==> src/rtl/dio_defines.svh <==
/*
 * constants of the dual three-port digital i/o card: decoder, offsets,
 * control word codes and reset values.
 * assumes inclusion by bare name from the package; the design uses its macros.
 */
`ifndef DIO_DEFINES_SVH
`define DIO_DEFINES_SVH

`define SWITCH_COUNT        7
`define SWITCH_DEFAULT      7'h20
`define ADDR_HIGH           9
`define ADDR_LOW            3
`define OFFSET_PORT_A_FIRST  3'h0
`define OFFSET_PORT_B_FIRST  3'h1
`define OFFSET_PORT_C_FIRST  3'h2
`define OFFSET_CTRL_FIRST    3'h3
`define OFFSET_PORT_A_SECOND 3'h4
`define OFFSET_PORT_B_SECOND 3'h5
`define OFFSET_PORT_C_SECOND 3'h6
`define OFFSET_CTRL_SECOND   3'h7
`define CTRL_MODE_SET_BIT   7
`define CTRL_A_IN_BIT       4
`define CTRL_CU_IN_BIT      3
`define CTRL_B_IN_BIT       1
`define CTRL_CL_IN_BIT      0
`define CTRL_ALL_INPUT      8'h9b
`define BYTE_ZERO           8'h00

`endif

==> src/rtl/dio_pkg.sv <==
/*
 * types shared by the digital i/o card design.
 * assumes dio_defines.svh on the include path.
 */
package dio_pkg;
`include "dio_defines.svh"
   typedef logic [7:0] byte_type;
   typedef logic [2:0] offset_type;
   typedef logic [`SWITCH_COUNT-1:0] switch_type;
endpackage : dio_pkg

==> src/rtl/isa_dual_ppi_digital_io.sv <==
/*
 * host-side logic of a dual three-port digital i/o card on an 8-bit
 * isa i/o bus: base address decode, two control words, six channel ports.
 * assumes bus strobes synchronous to core_clk and one-byte accesses.
 */
// Functional notes
// - base address is sum of open switch weights, 8h up to 200h
// - shipped switch setting gives base 100h, only switch five open
// - card answers all eight consecutive byte addresses from base
// - first circuit ports at offsets 0-2, second at 4-6
// - each port is one byte, one bit per field channel
// - writing an output port switches each channel per bit
// - read gives input levels, or latched state for output ports
// - one bit switches a channel on; 255 turns all on
// - control 80h on first circuit makes all ports outputs
// - control 89h on first circuit makes third port input
// - control 8bh on first circuit makes second, third ports inputs
// - control 9bh on first makes all inputs; second gets 80h
// - control 82h on second circuit makes second port input
// - control 92h on second makes first and second ports inputs
// - control 9bh on second circuit makes all ports inputs
// - only 8-bit i/o cycles reach the card
// - field inputs are active low
`timescale 1ns/1ns
`default_nettype none

module isa_dual_ppi_digital_io
   import dio_pkg::*;
(
   input  wire logic        core_clk,
   input  wire logic        arst_n,
   input  wire switch_type  base_switch_open,
   input  wire logic [9:0]  io_addr,
   input  wire logic        io_write,
   input  wire logic        io_read,
   input  wire byte_type    io_wdata,
   output logic             io_card_selected,
   output byte_type         io_rdata,
   output logic             io_rdata_valid,
   input  wire byte_type    field_in_n [6],
   output byte_type         field_out [6],
   output logic [5:0]       port_is_input
);

////////////////////////////////////////////////////////////////////////
// reset release
logic       rst_meta_n;
logic       rst_n;

always_ff @(posedge core_clk or negedge arst_n)
begin
   if (!arst_n)
   begin
      rst_meta_n <= 1'b0;
      rst_n      <= 1'b0;
   end
   else
   begin
      rst_meta_n <= 1'b1;
      rst_n      <= rst_meta_n;
   end
end

////////////////////////////////////////////////////////////////////////
// address decode
logic       hit;
offset_type offset;

// open switch k carries weight 8h << k, so the pattern is address 9..3
always_comb
begin
   hit    = (io_addr[`ADDR_HIGH:`ADDR_LOW] == base_switch_open);
   offset = io_addr[`ADDR_LOW-1:0];
end

////////////////////////////////////////////////////////////////////////
// control words and output latches
byte_type   out_latch [6];
logic [5:0] is_input;
byte_type   next_out_latch [6];
logic [5:0] next_is_input;
logic       circuit;
logic [2:0] base_idx;

always_comb
begin
   for (int i = 0; i < 6; i++)
   begin
      next_out_latch[i] = out_latch[i];
   end
   next_is_input = is_input;
   circuit  = offset[2];
   base_idx = circuit ? 3'h3 : 3'h0;
   if (io_write && hit)
   begin
      if ({1'b0, offset[1:0]} == `OFFSET_CTRL_FIRST)
      begin
         if (io_wdata[`CTRL_MODE_SET_BIT])
         begin
            // direction bits: a, b, c-upper/c-lower both needed for c
            next_is_input[base_idx]
               = io_wdata[`CTRL_A_IN_BIT];
            next_is_input[base_idx + 3'h1]
               = io_wdata[`CTRL_B_IN_BIT];
            next_is_input[base_idx + 3'h2]
               = io_wdata[`CTRL_CU_IN_BIT]
                 & io_wdata[`CTRL_CL_IN_BIT];
            // mode set clears all outputs of that circuit
            for (int j = 0; j < 3; j++)
            begin
               next_out_latch[base_idx + 3'(j)] = `BYTE_ZERO;
            end
         end
      end
      else
      begin
         // offsets 0-2 and 4-6: bit one turns channel on
         next_out_latch[base_idx + {1'b0, offset[1:0]}]
            = io_wdata;
      end
   end
end

always_ff @(posedge core_clk or negedge rst_n)
begin
   if (!rst_n)
   begin
      for (int i = 0; i < 6; i++)
      begin
         out_latch[i] <= `BYTE_ZERO;
      end
      is_input <= 6'h3f;
   end
   else
   begin
      out_latch <= next_out_latch;
      is_input  <= next_is_input;
   end
end

////////////////////////////////////////////////////////////////////////
// read path and pin registers
byte_type   next_rdata;
logic       next_rvalid;
logic       next_selected;
logic [2:0] ridx;

always_comb
begin
   ridx          = (offset[2] ? 3'h3 : 3'h0) + {1'b0, offset[1:0]};
   next_selected = hit;
   next_rvalid   = io_read && hit;
   next_rdata    = `BYTE_ZERO;
   if (io_read && hit && {1'b0, offset[1:0]} != `OFFSET_CTRL_FIRST)
   begin
      // input level is inverted so a driven channel reads as one
      next_rdata = is_input[ridx] ? ~field_in_n[ridx]
                                  : out_latch[ridx];
   end
end

always_ff @(posedge core_clk or negedge rst_n)
begin
   if (!rst_n)
   begin
      io_card_selected <= 1'b0;
      io_rdata         <= `BYTE_ZERO;
      io_rdata_valid   <= 1'b0;
      port_is_input    <= 6'h3f;
      for (int i = 0; i < 6; i++)
      begin
         field_out[i] <= `BYTE_ZERO;
      end
   end
   else
   begin
      io_card_selected <= next_selected;
      io_rdata         <= next_rdata;
      io_rdata_valid   <= next_rvalid;
      port_is_input    <= next_is_input;
      for (int i = 0; i < 6; i++)
      begin
         field_out[i] <= next_is_input[i] ? `BYTE_ZERO
                                          : next_out_latch[i];
      end
   end
end

endmodule : isa_dual_ppi_digital_io
`default_nettype wire

==> config.mk <==
export PLATFORM = sky130hd
export DESIGN_NAME = isa_dual_ppi_digital_io
export DESIGN_NICKNAME = d
export VERILOG_FILES = /design/src/rtl/dio_pkg.sv /design/src/rtl/isa_dual_ppi_digital_io.sv
export VERILOG_INCLUDE_DIRS = /design/src /design/src/rtl
export SDC_FILE = /design/constraint.sdc
export NUM_CORES = 1
export LEC_CHECK = 0
export ABC_AREA = 1
export BUFFER_PORTS_ARGS = -buffer_cell sky130_fd_sc_hd__buf_4
export CAP_MARGIN = 20
export CORE_MARGIN = 5
export CORE_UTILIZATION = 45
export CTS_CLUSTER_DIAMETER = 80
export DETAILED_ROUTE_END_ITERATION = 7
export PLACE_DENSITY_LB_ADDON = 0.15
export SETUP_SLACK_MARGIN = 0.4
export SLEW_MARGIN = 5
export SYNTH_ARGS = -nofsm -noshare
export SYNTH_HDL_FRONTEND = slang
export SYNTH_SLANG_ARGS = --single-unit
==> constraint.sdc <==
create_clock -name core_clk -period 9.63 [get_ports core_clk]
set_input_delay 1.926 -clock core_clk [delete_from_list [all_inputs] [get_ports core_clk]]
set_output_delay 1.926 -clock core_clk [all_outputs]
set_load 0.01 [all_outputs]
==> impl_metrics.json <==
{
  "nets": 1236,
  "rows": 45,
  "cp_max_fo": 22,
  "end_kind": "flop",
  "finalSetupViolCount": 0,
  "critical_path_class": "in -> reg",
  "worst_pin_slew_ps": 1030,
  "p_switching_w": 0.000432,
  "power.leakage_nw": 4.83,
  "core_region_area_sq_um": 15300,
  "cts_tree": "done",
  "fin_util_pct": 56.8,
  "hold_class": "reg -> reg",
  "numPortBuffers": 140,
  "drt_iter0_drc": 811,
  "crit_arrival_ps": 5010,
  "ys_warn_count": 0,
  "die_w_um": 135,
  "cts_made_buffers": 17,
  "track_usage_pct": 24.9,
  "cts.htree.levels": 4,
  "overflow": 0,
  "cts_root_buffer": "clkbuf_16",
  "io_pins": 141,
  "fin_crit_ps": 4700,
  "pwr-share-seq_pct": 35.9,
  "rsz0062_at_grt": "false",
  "syn_nets": 1127,
  "p_comb_share_pct": 18.9,
  "die_area_sq_um": 18300,
  "syn_area_sq_um": 7060,
  "yosysSeqAreaShare_pct": 40.5,
  "synth-edff-count": 0,
  "p_per_area_nw_per_um2": 172,
  "skew_ps": 8.62,
  "cts_setup_buffers": 0,
  "clock_latency_ps": 430,
  "tns_ps": 0,
  "route.detailed.drc": 0,
  "gp_congestion": 0.906,
  "timing.final.crit_share_pct": 48.8,
  "drv_slew": 0,
  "vias": 7128,
  "yosysUniqueCellTypes": 34,
  "initial_utilization_pct": 46.1,
  "clockPowerShare_pct": 45.2,
  "wl_um": 22900,
  "num_antenna_cells": 0,
  "die_height_um": 135,
  "timing.max_cap.violations": 0,
  "hold_viol_final": 0,
  "clk_pin_slew_ps": 50,
  "grt_max_degree": 64,
  "fmax_ghz": 0.213,
  "drive_gt1_share_pct": 18.2,
  "syn_inst": 1048,
  "antenna_found_initial": 0,
  "wl_per_cell_um": 16.6,
  "async_flop_share_pct": 100,
  "place_hpwl_um": 15400,
  "cts_resized": 0,
  "pre_cts_slack_ps": 4570,
  "grt_first_pass_wirelength_um": 35600,
  "yosys_most_used_dff": "dfrtp_1",
  "finalHoldWorstSlack_ps": 346,
  "cp_data_required_time_ps": 9950,
  "ys_seq_elements": 114,
  "max-vdd-ir-drop_mv": 0.122,
  "status": "completed",
  "vias_per_cell": 5.17,
  "power.share.switching_pct": 29.0,
  "worst_slack_ps": 4930,
  "grt_pass1_vias": 6457,
  "critPathLaunchType": "input port",
  "cts.sinks": 114,
  "drtAntennaViolNets": 0,
  "syn_to_final_growth_pct": 23.2,
  "clockBufferDepth": 2,
  "slew_headroom_pct": 31.2,
  "drtPass1Iterations": 6,
  "cts_hold_buf": 0,
  "syn_area_per_cell_sq_um": 6.73,
  "p_int_w": 0.00106
}
## stage by stage
stage	std cells	power, W	instance area, sq um
6_report	1380	0.00149	8690
3_3_place_gp	1349	0.000817	8070
5_1_grt	1380	0.00156	8690
2_1_floorplan	1048	0.000721	7060
4_1_cts	1380	0.00149	8690
3_5_place_dp	1349	0.000819	8070
## layout by cell type (no fill, tap or decap), types with 7 or more instances in the layout
cell       instances
nand3_2            7
nand4_1           27
buf_4            145
nand2_1          372
nand3_1           88
nor2_1            80
dfrtp_1          107
inv_2              8
a21oi_1           28
inv_1            152
clkbuf_16         17
o21ai_0           77
## worst paths after layout
| path | end | slack [ps] | cells after the start | startpoint |
|---|---|---|---|---|
| worst min register to register | rst_n | 350 | 0 | rst_meta_n |
| worst max-delay path | field_out[6] | 4930 | 14 | io_addr[2] |
| worst min-delay path | rst_n | 350 | 0 | rst_meta_n |
| worst max register to register | io_rdata[4] | 7910 | 11 | port_is_input[3] |
| max in group asynchronous | field_out[14] | 7950 | 1 | rst_n |
| min in group asynchronous | field_out[28] | 370 | 0 | rst_n |
## state kept, by name, indices dropped and copies added (netlist names)
register          cells
io_card_selected      1
rst_n                 1
port_is_input         6
io_rdata              8
io_rdata_valid        1
out_latch            48
rst_meta_n            1
field_out            48
## logic make-up after synthesis
logic type	count (synthesis)	share of synthesized area (%)
other	1	0.0531
adder cells (fa/ha/maj)	2	0.461
buffers and inverters	215	13.5
XOR/XNOR	3	0.372
flip-flops	114	40.5
AO/OA/AOI/OAI	119	8.83
AND/OR/NAND/NOR	594	36.3
## critical path, stage by stage
cell	delay, ps
buf_4	180
ha_1	170
inv_1	50
fa_1	710
inv_1	640
nand3_1	560
inv_1	310
nand2_1	80
nand3_1	80
nand2_1	50
nand3_1	70
nand2_1	80
nand2_1	70
inv_1	40
## layout make-up
cell class | instances | area [sq um]
Tap cell | 211 | 264
Timing Repair Buffer | 145 | 1090
Clock buffer | 21 | 470
Inverter | 160 | 601
Clock inverter | 10 | 156
Multi-Input combinational cell | 719 | 3250
Sequential cell | 114 | 2860
Fill cell | 1548 | 6620
## layer usage
| metal | track usage, % | vias to the layer above | wire [um] |
|---|---|---|---|
| met5 | 0 | - | 0 |
| met2 | 38.3 | 349 | 10400 |
| met4 | 8.34 | 0 | 429 |
| met3 | 5.76 | 31 | 2320 |
| li1 | - | 3462 | - |
| met1 | 34.7 | 3286 | 9710 |
## Yosys cell counts (5+ instances only)
cell type / instances / area [sq um]
o22ai_1: 5 / 31.3
inv_1: 152 / 571
dfrtp_1: 108 / 2700
nand2_1: 372 / 1400
o21ai_0: 77 / 385
nand4_1: 27 / 169
inv_2: 8 / 30.0
buf_6: 10 / 113
a21oi_1: 28 / 140
buf_4: 12 / 90.1
clkbuf_1: 10 / 37.5
nand3_1: 88 / 440
nand3_2: 7 / 70.1
buf_2: 18 / 90.1
nor2_1: 81 / 304
dfstp_2: 6 / 158
## power by group through the flow
stage | sequential [W] | clock [W] | combinational [W]
2_1_floorplan | 0.000545 | 0 | 0.000177
3_3_place_gp | 0.000543 | 0 | 0.000274
3_5_place_dp | 0.000542 | 0 | 0.000277
4_1_cts | 0.000535 | 0.000681 | 0.000279
5_1_grt | 0.000539 | 0.000704 | 0.000314
6_report | 0.000535 | 0.000675 | 0.000281
Power figures use the tool's default switching activity.
